[config.mk]
export PLATFORM = sky130hd
export DESIGN_NAME = multichannel_dma_control
export DESIGN_NICKNAME = d
export VERILOG_FILES = /design/src/shared/dma_pkg.sv /design/src/core/multichannel_dma_control.sv
export SDC_FILE = /design/constraint.sdc
export NUM_CORES = 2
export LEC_CHECK = 0
export ABC_AREA = 1
export BUFFER_PORTS_ARGS = -buffer_cell sky130_fd_sc_hd__buf_2
export CAP_MARGIN = 30
export CELL_PAD_IN_SITES_DETAIL_PLACEMENT = 1
export CELL_PAD_IN_SITES_GLOBAL_PLACEMENT = 1
export CORE_MARGIN = 5
export CORE_UTILIZATION = 48
export DETAILED_ROUTE_END_ITERATION = 8
export HOLD_SLACK_MARGIN = 0.08
export PLACE_DENSITY_LB_ADDON = 0.1
export SLEW_MARGIN = 20
export SYNTH_ARGS = -nofsm -noshare
export SYNTH_HDL_FRONTEND = slang
export SYNTH_SLANG_ARGS = --single-unit
[constraint.sdc]
create_clock -name clk -period 7.7 [get_ports clk]
set_input_delay 0.77 -clock clk [delete_from_list [all_inputs] [get_ports clk]]
set_output_delay 0.77 -clock clk [all_outputs]
set_load 0.02 [all_outputs]
[src/shared/dma_pkg.sv]
// Register map, field layout and types of the four-channel DMA controller
package dma_pkg;
    localparam int ADDR_W = 6;
    localparam int DATA_W = 16;
    localparam int NUM_CH = 4;
    // Module-level registers
    localparam logic [5:0] OFF_ENGINE_CONTROL = 6'h00;
    localparam logic [5:0] OFF_UPPER_LIMIT    = 6'h01;
    localparam logic [5:0] OFF_LOWER_LIMIT    = 6'h02;
    localparam logic [5:0] OFF_DATA_BUFFER    = 6'h03;
    localparam logic [5:0] OFF_POWER_DOWN     = 6'h04;
    // Per channel: base 08h, stride 8
    localparam logic [5:0] OFF_CH_BASE        = 6'h08;
    localparam int         CH_STRIDE_LOG2     = 3;
    localparam logic [2:0] SUB_CONTROL        = 3'h0;
    localparam logic [2:0] SUB_INTERRUPT      = 3'h1;
    localparam logic [2:0] SUB_SOURCE         = 3'h2;
    localparam logic [2:0] SUB_DEST           = 3'h3;
    localparam logic [2:0] SUB_COUNT          = 3'h4;
    // Engine control fields
    localparam int BIT_ENGINE_ENABLE = 15;
    localparam int BIT_PRIORITY_SEL  = 0;
    // Channel control fields
    localparam int BIT_DUMMY_WRITE   = 10;
    localparam int BIT_RELOAD        = 9;
    localparam int BIT_SW_REQUEST    = 8;
    localparam int BIT_SIZE          = 1;
    localparam int BIT_CH_ENABLE     = 0;
    localparam logic [15:0] CH_CONTROL_MASK = 16'h07FF;
    // Interrupt register flag positions
    localparam int BIT_HIGH_IF  = 7;
    localparam int BIT_LOW_IF   = 6;
    localparam int BIT_DONE_IF  = 5;
    localparam int BIT_OVRUN_IF = 3;
    localparam logic [15:0] RESET_VALUE = 16'h0000;

    typedef enum logic [1:0] {
        ADDR_HOLD = 2'b00, ADDR_INC = 2'b01, ADDR_DEC = 2'b10, ADDR_INDIRECT = 2'b11
    } addr_mode_e;
    typedef enum logic [1:0] {
        MODE_ONE_SHOT = 2'b00, MODE_REP_ONE_SHOT = 2'b01, MODE_CONTINUOUS = 2'b10, MODE_REP_CONTINUOUS = 2'b11
    } transfer_mode_e;

    typedef struct packed {
        logic [4:0]     unused_hi;
        logic           dummy_write_enable;
        logic           reload;
        logic           software_request;
        addr_mode_e     source_addressing_field;
        addr_mode_e     destination_addressing_field;
        transfer_mode_e transfer_mode_field;
        logic           byte_size;
        logic           channel_enable;
    } channel_control_s;

    // Memory-side request issued by the engine
    typedef struct packed {
        logic        valid;
        logic        write;
        logic        byte_size;
        logic [15:0] addr;
        logic [15:0] wdata;
    } mem_req_s;
endpackage

[src/core/multichannel_dma_control.sv]
// Four-channel DMA engine: registers, arbitration and transfer sequencing
`timescale 1ns/1ps
// Behaviour
// - Engine enable off aborts all channels
// - Priority select: one round-robin, zero fixed
// - Null write adds dummy write to source
// - Reload restores pointers and count at start
// - Repeated modes always restore count
// - Software request starts; cleared on completion
// - Software request follows transfer mode
// - Source addressing: indirect, dec, inc, hold
// - Destination addressing uses same codes
// - Transfer mode field selects four modes
// - Size one byte, zero word default
// - Disabled channel ignores all requests
// - Each channel powered down independently
// - Unimplemented engine control bits read zero
// - Original pointers and count stored for reload
// - Engine and per-channel register set present
// - Out-of-limit access terminates, raises flag
// - Byte transfers use address LSB lane
// - One-shot single, continuous until count exhausted
// - Fixed lowest wins; round robin skips the last grant unless it alone is pending
module multichannel_dma_control #(
    parameter int NUM_CH = dma_pkg::NUM_CH
) (
    input  wire logic                       clk,
    input  wire logic                       rst,
    input  wire logic [dma_pkg::ADDR_W-1:0] reg_addr,
    input  wire logic [15:0]                reg_wdata,
    input  wire logic                       reg_write,
    input  wire logic                       reg_read,
    output logic      [15:0]                reg_rdata,
    input  wire logic [NUM_CH-1:0]          trigger,
    input  wire logic [NUM_CH-1:0]          indirect_offset_valid,
    input  wire logic [15:0]                indirect_offset,
    output dma_pkg::mem_req_s               mem_req,
    input  wire logic                       mem_ready,
    input  wire logic [15:0]                mem_rdata,
    output logic      [NUM_CH-1:0]          channel_event
);
    typedef enum {S_IDLE, S_READ, S_WRITE, S_DUMMY} state_e;

    logic                    engine_enable;
    logic                    priority_scheme_select;
    logic [15:0]             upper_address_limit;
    logic [15:0]             lower_address_limit;
    logic [15:0]             transfer_data_buffer;
    logic [NUM_CH-1:0]       module_power_down;
    dma_pkg::channel_control_s ctl [NUM_CH];
    logic [15:0]             source_pointer [NUM_CH];
    logic [15:0]             destination_pointer [NUM_CH];
    logic [15:0]             transaction_counter [NUM_CH];
    logic [15:0]             original_count [NUM_CH];
    logic [15:0]             src_start [NUM_CH];
    logic [15:0]             dst_start [NUM_CH];
    logic [3:0]              flags [NUM_CH];
    logic [NUM_CH-1:0]       pending;
    logic [NUM_CH-1:0]       restart;
    logic [NUM_CH-1:0]       last_grant;
    logic [1:0]              cur;
    state_e                  state;
    logic [15:0]             read_data;

    function automatic logic [15:0] step(input logic [15:0] p, input dma_pkg::addr_mode_e m, input logic b);
        logic [15:0] d;
        d = b ? 16'h0001 : 16'h0002;
        case (m)
            dma_pkg::ADDR_INC: step = p + d;
            dma_pkg::ADDR_DEC: step = p - d;
            default:           step = p;
        endcase
    endfunction

    function automatic logic in_limits(input logic [15:0] a);
        in_limits = (a < 16'h1000) || ((a >= lower_address_limit) && (a <= upper_address_limit));
    endfunction

    // Register decode
    wire        is_ch    = reg_addr >= dma_pkg::OFF_CH_BASE;
    wire [5:0]  ch_rel   = reg_addr - dma_pkg::OFF_CH_BASE;
    wire [1:0]  sel_ch   = ch_rel[4:3];
    wire [2:0]  sel_sub  = ch_rel[2:0];
    wire        ch_hit   = is_ch && (ch_rel[5] == 1'b0) && (32'(sel_ch) < NUM_CH);
    wire [NUM_CH-1:0] live;

    genvar g;
    for (g = 0; g < NUM_CH; g++) begin : g_live
        assign live[g] = engine_enable && ctl[g].channel_enable && !module_power_down[g];
    end

    // Arbitration: fixed lowest first, or lowest pending other than the last grant
    logic [1:0] winner;
    logic       any_win;
    always_comb begin
        logic [1:0] idx;
        winner  = 2'd0;
        any_win = 1'b0;
        idx     = 2'd0;
        for (int k = NUM_CH - 1; k >= 0; k--) begin
            if (pending[k] && live[k] && !(priority_scheme_select && last_grant[k])) begin
                winner  = 2'(k);
                any_win = 1'b1;
            end
        end
        if (!any_win) begin
            for (int k = NUM_CH - 1; k >= 0; k--) begin
                if (pending[k] && live[k]) begin
                    idx     = 2'(k);
                    any_win = 1'b1;
                end
            end
            winner = idx;
        end
    end

    wire dma_pkg::channel_control_s cc = ctl[cur];
    wire [15:0] src_addr = (cc.source_addressing_field == dma_pkg::ADDR_INDIRECT && indirect_offset_valid[cur])
                           ? source_pointer[cur] + indirect_offset : source_pointer[cur];
    wire [15:0] dst_addr = (cc.destination_addressing_field == dma_pkg::ADDR_INDIRECT && indirect_offset_valid[cur])
                           ? destination_pointer[cur] + indirect_offset : destination_pointer[cur];
    wire [15:0] cur_addr = (state == S_WRITE) ? dst_addr : src_addr;
    wire        violation = (state != S_IDLE) && !in_limits(cur_addr);
    wire        cur_cont = cc.transfer_mode_field[1];
    wire        cur_rep  = (cc.transfer_mode_field == dma_pkg::MODE_REP_ONE_SHOT) ||
                           (cc.transfer_mode_field == dma_pkg::MODE_REP_CONTINUOUS);
    wire [15:0] next_count = transaction_counter[cur] - 16'h0001;
    wire        write_done = mem_ready && ((state == S_DUMMY) || (state == S_WRITE && !cc.dummy_write_enable));
    wire        finished   = write_done && (next_count == 16'h0000);

    // Byte lane from address LSB
    wire [15:0] lane_data = cc.byte_size ? (cur_addr[0] ? {8'h00, mem_rdata[15:8]} : {8'h00, mem_rdata[7:0]})
                                         : mem_rdata;

    always_comb begin
        mem_req.valid     = (state != S_IDLE) && !violation;
        mem_req.write     = (state == S_WRITE) || (state == S_DUMMY);
        mem_req.byte_size = cc.byte_size;
        mem_req.addr      = (state == S_DUMMY) ? src_addr : cur_addr;
        mem_req.wdata     = cc.byte_size ? {transfer_data_buffer[7:0], transfer_data_buffer[7:0]}
                                         : transfer_data_buffer;
    end

    // Engine sequencer
    always_ff @(posedge clk) begin
        if (rst || !engine_enable || (state != S_IDLE && !live[cur])) begin
            state <= S_IDLE;
            cur   <= 2'd0;
        end else begin
            case (state)
                S_IDLE: if (any_win) begin
                    state <= S_READ;
                    cur   <= winner;
                end
                S_READ:  if (violation) state <= S_IDLE;
                         else if (mem_ready) state <= S_WRITE;
                S_WRITE: if (violation) state <= S_IDLE;
                         else if (mem_ready) state <= cc.dummy_write_enable ? S_DUMMY :
                                              ((cur_cont && !finished) ? S_READ : S_IDLE);
                S_DUMMY: if (violation) state <= S_IDLE;
                         else if (mem_ready) state <= (cur_cont && !finished) ? S_READ : S_IDLE;
                default: state <= S_IDLE;
            endcase
        end
    end

    always_ff @(posedge clk) begin
        if (rst) begin
            transfer_data_buffer <= dma_pkg::RESET_VALUE;
            last_grant           <= '0;
        end else begin
            if (state == S_READ && mem_ready && !violation) transfer_data_buffer <= lane_data;
            if (state == S_IDLE && any_win) last_grant <= NUM_CH'(1) << winner;
        end
    end

    always_ff @(posedge clk) begin
        if (rst) begin
            engine_enable          <= 1'b0;
            priority_scheme_select <= 1'b0;
            upper_address_limit    <= dma_pkg::RESET_VALUE;
            lower_address_limit    <= dma_pkg::RESET_VALUE;
            module_power_down      <= '0;
        end else if (reg_write && !is_ch) begin
            case (reg_addr)
                dma_pkg::OFF_ENGINE_CONTROL: begin
                    engine_enable          <= reg_wdata[dma_pkg::BIT_ENGINE_ENABLE];
                    priority_scheme_select <= reg_wdata[dma_pkg::BIT_PRIORITY_SEL];
                end
                dma_pkg::OFF_UPPER_LIMIT: upper_address_limit <= reg_wdata;
                dma_pkg::OFF_LOWER_LIMIT: lower_address_limit <= reg_wdata;
                dma_pkg::OFF_POWER_DOWN:  module_power_down   <= reg_wdata[NUM_CH-1:0];
                default: ;
            endcase
        end
    end

    // Per-channel state
    for (g = 0; g < NUM_CH; g++) begin : g_ch
        wire wr      = reg_write && ch_hit && (32'(sel_ch) == g);
        wire active  = (state != S_IDLE) && (32'(cur) == g);
        wire granted = (state == S_IDLE) && any_win && (32'(winner) == g);
        wire rep     = (ctl[g].transfer_mode_field == dma_pkg::MODE_REP_ONE_SHOT) ||
                       (ctl[g].transfer_mode_field == dma_pkg::MODE_REP_CONTINUOUS);
        wire fin     = active && finished;
        wire viol    = active && violation;
        wire trig    = trigger[g] && live[g];
        // End of the work one trigger asks for: one transaction, or the whole run when continuous
        wire op_end  = active && write_done && !violation && (!cur_cont || finished);
        wire [3:0] flag_clear = {reg_wdata[dma_pkg::BIT_HIGH_IF], reg_wdata[dma_pkg::BIT_LOW_IF],
                                 reg_wdata[dma_pkg::BIT_DONE_IF], reg_wdata[dma_pkg::BIT_OVRUN_IF]};
        always_ff @(posedge clk) begin
            if (rst) begin
                ctl[g]                 <= dma_pkg::channel_control_s'(dma_pkg::RESET_VALUE);
                source_pointer[g]      <= dma_pkg::RESET_VALUE;
                destination_pointer[g] <= dma_pkg::RESET_VALUE;
                transaction_counter[g] <= dma_pkg::RESET_VALUE;
                original_count[g]      <= dma_pkg::RESET_VALUE;
                src_start[g]           <= dma_pkg::RESET_VALUE;
                dst_start[g]           <= dma_pkg::RESET_VALUE;
                flags[g]               <= 4'h0;
                pending[g]             <= 1'b0;
                restart[g]             <= 1'b0;
            end else begin
                if (wr && sel_sub == dma_pkg::SUB_CONTROL) ctl[g] <= reg_wdata & dma_pkg::CH_CONTROL_MASK;
                if (wr && sel_sub == dma_pkg::SUB_SOURCE) begin
                    source_pointer[g] <= reg_wdata;
                    src_start[g]      <= reg_wdata;
                end
                if (wr && sel_sub == dma_pkg::SUB_DEST) begin
                    destination_pointer[g] <= reg_wdata;
                    dst_start[g]           <= reg_wdata;
                end
                if (wr && sel_sub == dma_pkg::SUB_COUNT) begin
                    transaction_counter[g] <= reg_wdata;
                    original_count[g]      <= reg_wdata;
                end
                if (wr && sel_sub == dma_pkg::SUB_INTERRUPT) flags[g] <= flags[g] & ~flag_clear;
                // Hardware sets win over software clears
                if (trig && active) flags[g][0] <= 1'b1;
                if (viol) flags[g][(cur_addr > upper_address_limit) ? 3 : 2] <= 1'b1;
                if (fin) flags[g][1] <= 1'b1;
                if (granted && restart[g]) begin
                    if (ctl[g].reload) begin
                        source_pointer[g]      <= src_start[g];
                        destination_pointer[g] <= dst_start[g];
                    end
                    if (ctl[g].reload || rep) transaction_counter[g] <= original_count[g];
                    restart[g] <= 1'b0;
                end
                if (active && write_done && !violation) begin
                    source_pointer[g]      <= step(source_pointer[g], ctl[g].source_addressing_field,
                                                   ctl[g].byte_size);
                    destination_pointer[g] <= step(destination_pointer[g], ctl[g].destination_addressing_field,
                                                   ctl[g].byte_size);
                    transaction_counter[g] <= next_count;
                end
                if (trig || (live[g] && ctl[g].software_request && !active)) pending[g] <= 1'b1;
                if (granted || !live[g]) pending[g] <= 1'b0;
                if (fin || viol) begin
                    restart[g] <= 1'b1;
                    if (!rep && fin) ctl[g].channel_enable <= 1'b0;
                end
                // A software request counts as one trigger, so it must not retrigger itself
                if (op_end || viol) ctl[g].software_request <= 1'b0;
            end
        end
        assign channel_event[g] = fin || viol;
    end

    // Read mux; unused bits read zero
    always_comb begin
        read_data = 16'h0000;
        if (ch_hit) begin
            case (sel_sub)
                dma_pkg::SUB_CONTROL:   read_data = ctl[sel_ch];
                dma_pkg::SUB_INTERRUPT: read_data = {8'h00, flags[sel_ch][3], flags[sel_ch][2], flags[sel_ch][1],
                                                     1'b0, flags[sel_ch][0], 3'h0};
                dma_pkg::SUB_SOURCE:    read_data = source_pointer[sel_ch];
                dma_pkg::SUB_DEST:      read_data = destination_pointer[sel_ch];
                dma_pkg::SUB_COUNT:     read_data = transaction_counter[sel_ch];
                default:                read_data = 16'h0000;
            endcase
        end else begin
            case (reg_addr)
                dma_pkg::OFF_ENGINE_CONTROL: read_data = {engine_enable, 14'h0000, priority_scheme_select};
                dma_pkg::OFF_UPPER_LIMIT:    read_data = upper_address_limit;
                dma_pkg::OFF_LOWER_LIMIT:    read_data = lower_address_limit;
                dma_pkg::OFF_DATA_BUFFER:    read_data = transfer_data_buffer;
                dma_pkg::OFF_POWER_DOWN:     read_data = 16'(module_power_down);
                default:                     read_data = 16'h0000;
            endcase
        end
    end

    always_ff @(posedge clk) begin
        if (rst) reg_rdata <= 16'h0000;
        else     reg_rdata <= reg_read ? read_data : 16'h0000;
    end

    property p_disable_aborts;
        @(posedge clk) disable iff (rst) !engine_enable |=> state == S_IDLE && !mem_req.valid;
    endproperty
    a_disable_aborts: assert property (p_disable_aborts) else $error("engine off but busy");

    property p_dummy_follows;
        @(posedge clk) disable iff (rst)
            (state == S_WRITE && mem_ready && cc.dummy_write_enable && !violation && live[cur] && engine_enable)
            |=> state == S_DUMMY;
    endproperty
    a_dummy_follows: assert property (p_dummy_follows) else $error("dummy write missing");

    property p_no_dummy;
        @(posedge clk) disable iff (rst) (state == S_WRITE && !cc.dummy_write_enable) |=> state != S_DUMMY;
    endproperty
    a_no_dummy: assert property (p_no_dummy) else $error("unexpected dummy write");

    property p_reg_ctl;
        @(posedge clk) disable iff (rst)
            reg_read && reg_addr == dma_pkg::OFF_ENGINE_CONTROL |=> reg_rdata[14:1] == 14'h0000;
    endproperty
    a_reg_ctl: assert property (p_reg_ctl) else $error("reserved bits nonzero");

    property p_disabled_idle;
        @(posedge clk) disable iff (rst) (state == S_IDLE && (pending & live) == '0) |=> state == S_IDLE;
    endproperty
    a_disabled_idle: assert property (p_disabled_idle) else $error("disabled channel started");

    property p_count_dec;
        @(posedge clk) disable iff (rst)
            (write_done && !violation && live[cur] && engine_enable) |=> transaction_counter[$past(cur)] ==
            $past(transaction_counter[cur]) - 16'h0001;
    endproperty
    a_count_dec: assert property (p_count_dec) else $error("count did not step");

    property p_limit_blocks;
        @(posedge clk) disable iff (rst) violation |-> !mem_req.valid ##1 state == S_IDLE;
    endproperty
    a_limit_blocks: assert property (p_limit_blocks) else $error("limit violation accessed");

    property p_oneshot_stops;
        @(posedge clk) disable iff (rst) (write_done && !cur_cont && !violation) |=> state == S_IDLE;
    endproperty
    a_oneshot_stops: assert property (p_oneshot_stops) else $error("one-shot continued");
endmodule // multichannel_dma_control

### After elaboration in Yosys (flattened, before gate mapping)

Memories as Yosys holds them, arrays and structs flattened. A register that Yosys moved wholly into a read port is not among the register bits.
Cells that the tools add are included.

| operators by class | value |
|---|---|
| add/sub/neg operators | 20 |
| $mul | 0 |
| divide/modulo/power cells | 0 |
| magnitude comparators | 8 |
| eq/ne operators | 53 |
| shift-type cells | 1 |
| mux-type cells | 347 |
| bitwise gates (word level) | 95 |
| reductions and logical operators | 195 |

Operators with widths:

| kind | count |
|---|---|
| $mux 16 | 71 |
| $mux 32 | 8 |
| $pmux 16 s2 | 8 |
| $mux 1 | 220 |
| $pmux 16 s5 | 2 |
| $pmux 32 s4 | 1 |
| $logic_and 1x1->1 | 113 |
| $add 16x16->16 | 6 |
| $eq 32x2->1 const B | 3 |
| $or 1x1->1 | 88 |
| $add 16x2->16 | 4 |
| $eq 32x3->1 const B | 2 |
| $logic_not 32->1 | 2 |
| $sub 16x16->16 | 4 |
| $sub 16x2->16 | 4 |
| $mux 11 | 4 |
| $mux 2 | 21 |
| $eq 2x2->1 const B | 20 |
| $eq 32x1->1 const B | 1 |
| $mux 4 | 8 |
| $reduce_bool 32->1 | 1 |
| $eq 2x1->1 const B | 15 |
| $logic_or 1x1->1 | 30 |
| $logic_not 1->1 | 28 |
| other kinds (32) | 55 |

| storage, ports and cells | value |
|---|---|
| register bits after elaboration | 116 |
| bits in latches | 0 |
| memory bits (writable) | 444 |
| ROM bits | 0 |
| input port bits | 67 |
| output and inout port bits | 55 |
| word-level logic and storage cells | 745 |
| memories kept | 8 |

Memory list:

| memory | words | bits a word | read ports | clocked after Yosys merged registers in | write ports | line | source |
|---|---|---|---|---|---|---|---|
| destination_pointer | 4 | 16 | 6 | 1 | 4 | multichannel_dma_control.sv:52 | `logic [15:0] destination_pointer [NUM_CH];` |
| dst_start | 4 | 16 | 4 | 0 | 4 | multichannel_dma_control.sv:56 | `logic [15:0] dst_start [NUM_CH];` |
| original_count | 4 | 16 | 4 | 0 | 4 | multichannel_dma_control.sv:54 | `logic [15:0] original_count [NUM_CH];` |
| source_pointer | 4 | 16 | 6 | 1 | 4 | multichannel_dma_control.sv:51 | `logic [15:0] source_pointer [NUM_CH];` |
| src_start | 4 | 16 | 4 | 0 | 4 | multichannel_dma_control.sv:55 | `logic [15:0] src_start [NUM_CH];` |
| transaction_counter | 4 | 16 | 2 | 1 | 4 | multichannel_dma_control.sv:53 | `logic [15:0] transaction_counter [NUM_CH];` |
| 2 more memories | - | - | - | - | - | - |  |

### Longest topological paths before layout

| depth | value |
|---|---|
| depth after elaboration | 18 |
| mapped depth | 40 |
| depth with buffers taken out | 35 |

### Worst setup path after synthesis

Ideal clock, no wire load.

| timing | value |
|---|---|
| kind | flip-flop to flip-flop |
| from | register with a tool-made name |
| to | memory destination_pointer[0][0], enable pin |
| setup time | 0.411 ns |
| arrival | 6.009 ns |
| required time | 7.289 ns |
| setup slack | 1.280 ns |
| stages on the path, launching flop included | 34 |
| buffers on the path | 8 |
| period minus slack after synthesis | 6.420 ns |
| cells stage by stage | dfxtp_1 buf_6 buf_6 buf_6 buf_2 buf_2 clkbuf_1 clkbuf_1 nor2_1 o22ai_1 ha_1 or2_2 nand2_1 o21ai_1 nand2_1 nand3_1 nand2_1 nand2_1 nand3_1 nand2_1 ha_1 nand2_1 inv_1 nand3_1 inv_1 nand3_1 o21ai_0 nand2_1 inv_1 nor2_1 nor3_2 nand2_2 clkbuf_1 o21ai_0 |

RTL lines:

| element | line |
|---|---|
| to (decl) | multichannel_dma_control.sv:52 |

==> summary.md <==
| Metric | Value |
|---|---|
| Pleak | `0.0176 uW` |
| Fill cells | `9,301` |
| Ys flop type | `edfxtp_1` |
| Vias/cell | `6.12` |
| Final Power | `7280 uW` |
| Rows | `100` |
| Die W | `284 um` |
| GRT overflow | `0` |
| Critical Path Slowest Stage Cell | `nand3_1` |
| Max incr delay on CP | `760 ps` |
| Setup CP Type | `flop to flop` |
| Asr flop ratio synth | `0` |
| Critical Path AT | `7090 ps` |
| Switching share of power | `0.292` |
| Synth Net Count | `between 4,000 and 5,000` |
| Vias | `35,200` |
| Area of the multi-input gates | `18,400 um^2` |
| WL per Instance | `26.8 um` |
| Crit-path leading delay family | `simple AND/OR/NAND/NOR gates` |
| Final instance area | `39,600 um^2` |
| Comb pwr share | `0.146` |
| RSZ-0062 raised after global routing | `no` |
| CP max FO | `25` |
| CP most frequent cell | `nand2_1` |
| Avg Inst Size Synth | `between 7 and 8 um^2` |
| DRT antenna net count | `0` |
| Ys Warns | `0` |
| Critical path capture point type | `flop` |
| # H-tree levels | `2` |
| Buffers on Ports | `around 120` |
| DRC | `0` |
| Synth Instances | `4,686` |
| Synth cell types | `between 60 and 70` |
| CTS Hold Bufs | `0` |
| Initial antenna violation count | `2` |
| Reg area | `15,100 um^2` |
| Total CTS buffers | `61` |
| Largest area contributor in the netlist | `edfxtp_1` |
| CTS tree | `done` |
| Hold Fails Final Rpt | `0` |
| Bufs on Longest Clock Path | `3` |
| Clk_lat worst skew | `between 600 and 700 ps` |
| Share of cells above drive strength 1 | `0.0861` |
| HPWL after DPL | `~110,000 um` |
| Top cells by area, synth | `edfxtp_1 37%, nand2_1 12%, ha_1 6.8%` |
| GRT Total Usage | `0.367` |
| Final setup TNS | `0 ps` |
| Num ports | `122` |
| Worst-path clk slew | `around 60 ps` |
| Int Power | `5160 uW` |
| Global placer's final weighted congestion | `0.972` |
| Post-cts sizing count | `0` |
| Initial cell density of the core | `0.484` |
| Pins over their slew limit | `0` |
| Synth Cell Area | `36,100 um^2` |
| Flop pwr share | `0.458` |
| IR Drop Worst-Case VDD | `around 180 uV` |
| Clock share of power | `0.397` |
| Crit path time final | `6910 ps` |
| DR iter-0 viols | `roughly 4,100` |
| Count leader, synth | `nand2_1` |
| Pwr per Cell Area | `about 180 nW/um^2` |
| Setup Viol. Count Final | `0` |
| Largest net degree at the start of global routing | `79` |
| Status | `completed` |
| Min-delay worst type | `input port to flop` |
| Register area share after synthesis | `0.418` |
| Post-synth EDFFs | `444` |
| First-pass GRT wire length | `226,000 um` |
| Max Cap Violations | `0` |
| # clock sinks | `532` |
| Placed cell area | `37,600 um^2` |
| Final core utilization | `0.531` |
| Die height | `284 um` |
| Net Sw Power | `2130 uW` |
| Yosys reg bits | `532` |
| Layout area overhead | `9.55%` |
| Fmax achieved | `0.145 GHz` |
| Buf/Inv on CP | `6` |
| Post-CTS setup repair buffer count | `0` |
| Vias in the first global route | `between 30,000 and 40,000` |
| Core footprint | `74,600 um^2` |
| DRT Wirelength | `154,000 um` |
| Fin crit share | `0.898` |
| CP Launch Type | `flop` |
| Clock root buffer | `clkbuf_16` |
| Yosys top cell area share | `0.369` |
| Leading post-synthesis cells by instance count | `1,140 x nand2_1, 597 x nor2_1, 451 x o21ai_0, 444 x edfxtp_1, 400 x inv_1` |
| Relative slew slack | `0.335` |
| # nets final | `about 5,000` |
| Required @ worst endpoint | `7880 ps` |
| Worst-margin pin slew | `a little under 1000 ps` |
| Die Footprint | `80,800 um^2` |
| Clock skew | `51.2 ps` |
| Drt pass-1 iters | `5` |
-- power by group through the flow --
stage	Clock [uW]	Combinational [uW]	Sequential, uW
after global placement	0	1010	3380
after detailed placement	0	1030	3390
final	2890	1060	3330
after CTS	2890	1030	3330
after floorplan	0	644	3330
after global routing	3020	1140	3340
-- cells in the final DEF, fill, tap and decap left out, types with 17 or more instances in the layout --
cell type and instances:
a21oi_1 275, a22o_1 17, a22oi_1 27, a31oi_1 35, buf_2 120, buf_4 86
clkbuf_16 62, clkinv_1 20, clkinv_2 17, dfxtp_1 86, edfxtp_1 444, ha_1 196
inv_1 398, inv_2 20, mux2_2 26, nand2_1 1140, nand3_1 226, nand4_1 30
nor2_1 597, nor3_1 32, o21ai_0 441, o21ai_1 67, o22ai_1 80, xnor2_1 56
xor2_1 79
-- tightest hold or removal path, cell delays in order --
cell and delay (ps):
buf_2 80, a21oi_1 60, nor2_1 90
-- stage by stage --
stage | setup WS, ps | instances | hold WS [ps]
floorplan | 1280 | 4686 | 439
global placement | 1070 | 5622 | 455
detailed placement | 913 | 5625 | 476
CTS | 900 | 5738 | 362
global route | 231 | 5740 | 397
finish | 788 | 5743 | 379
-- per-layer routing --
layer  vias to the layer above  GRT usage  share of wire
met4                         2      0.165          0.057
met1                     17100      0.487           0.40
li1                      15900          -              -
met3                       404     0.0767          0.096
met2                      1691      0.580           0.44
met5                         -          0       0.000084
-- kinds of logic after synthesis --
kind of cell | synth area share
XOR/XNOR | 0.0336
adder cells (fa/ha/maj) | 0.0738
AND/OR/NAND/NOR | 0.235
buffers and inverters | 0.0734
flip-flops | 0.418
multiplexers | 0.00925
AO/OA/AOI/OAI | 0.157
-- area by class of cell --
class / count / area share
clock inverter: 34 / 0.00661
multi-input combinational: 3489 / 0.465
clock buffer: 79 / 0.0421
antenna: 3 / 0.000190
sequential: 532 / 0.382
inverter: 427 / 0.0406
tap: 969 / 0.0306
timing repair buffer: 210 / 0.0329
-- worst paths after layout --
path                       from                   endpoint  slack (ps)  cells past startpoint
setup / recovery           flop  transaction_counter[0][7]         790                     31
hold / removal    mem_rdata[11]   transfer_data_buffer[11]         380                      3
setup reg to reg           flop  transaction_counter[0][7]         790                     31
hold reg to reg   last_grant[1]              last_grant[1]         480                      2
-- registers in the layout, indices dropped and copies added (netlist names), 44 cells and up, named ones only --
name and count:
source_pointer 64, ctl 44, original_count 64, src_start 64, transaction_counter 64, dst_start 64, destination_pointer 64
No activity file was read; power rests on OpenSTA's default activity.
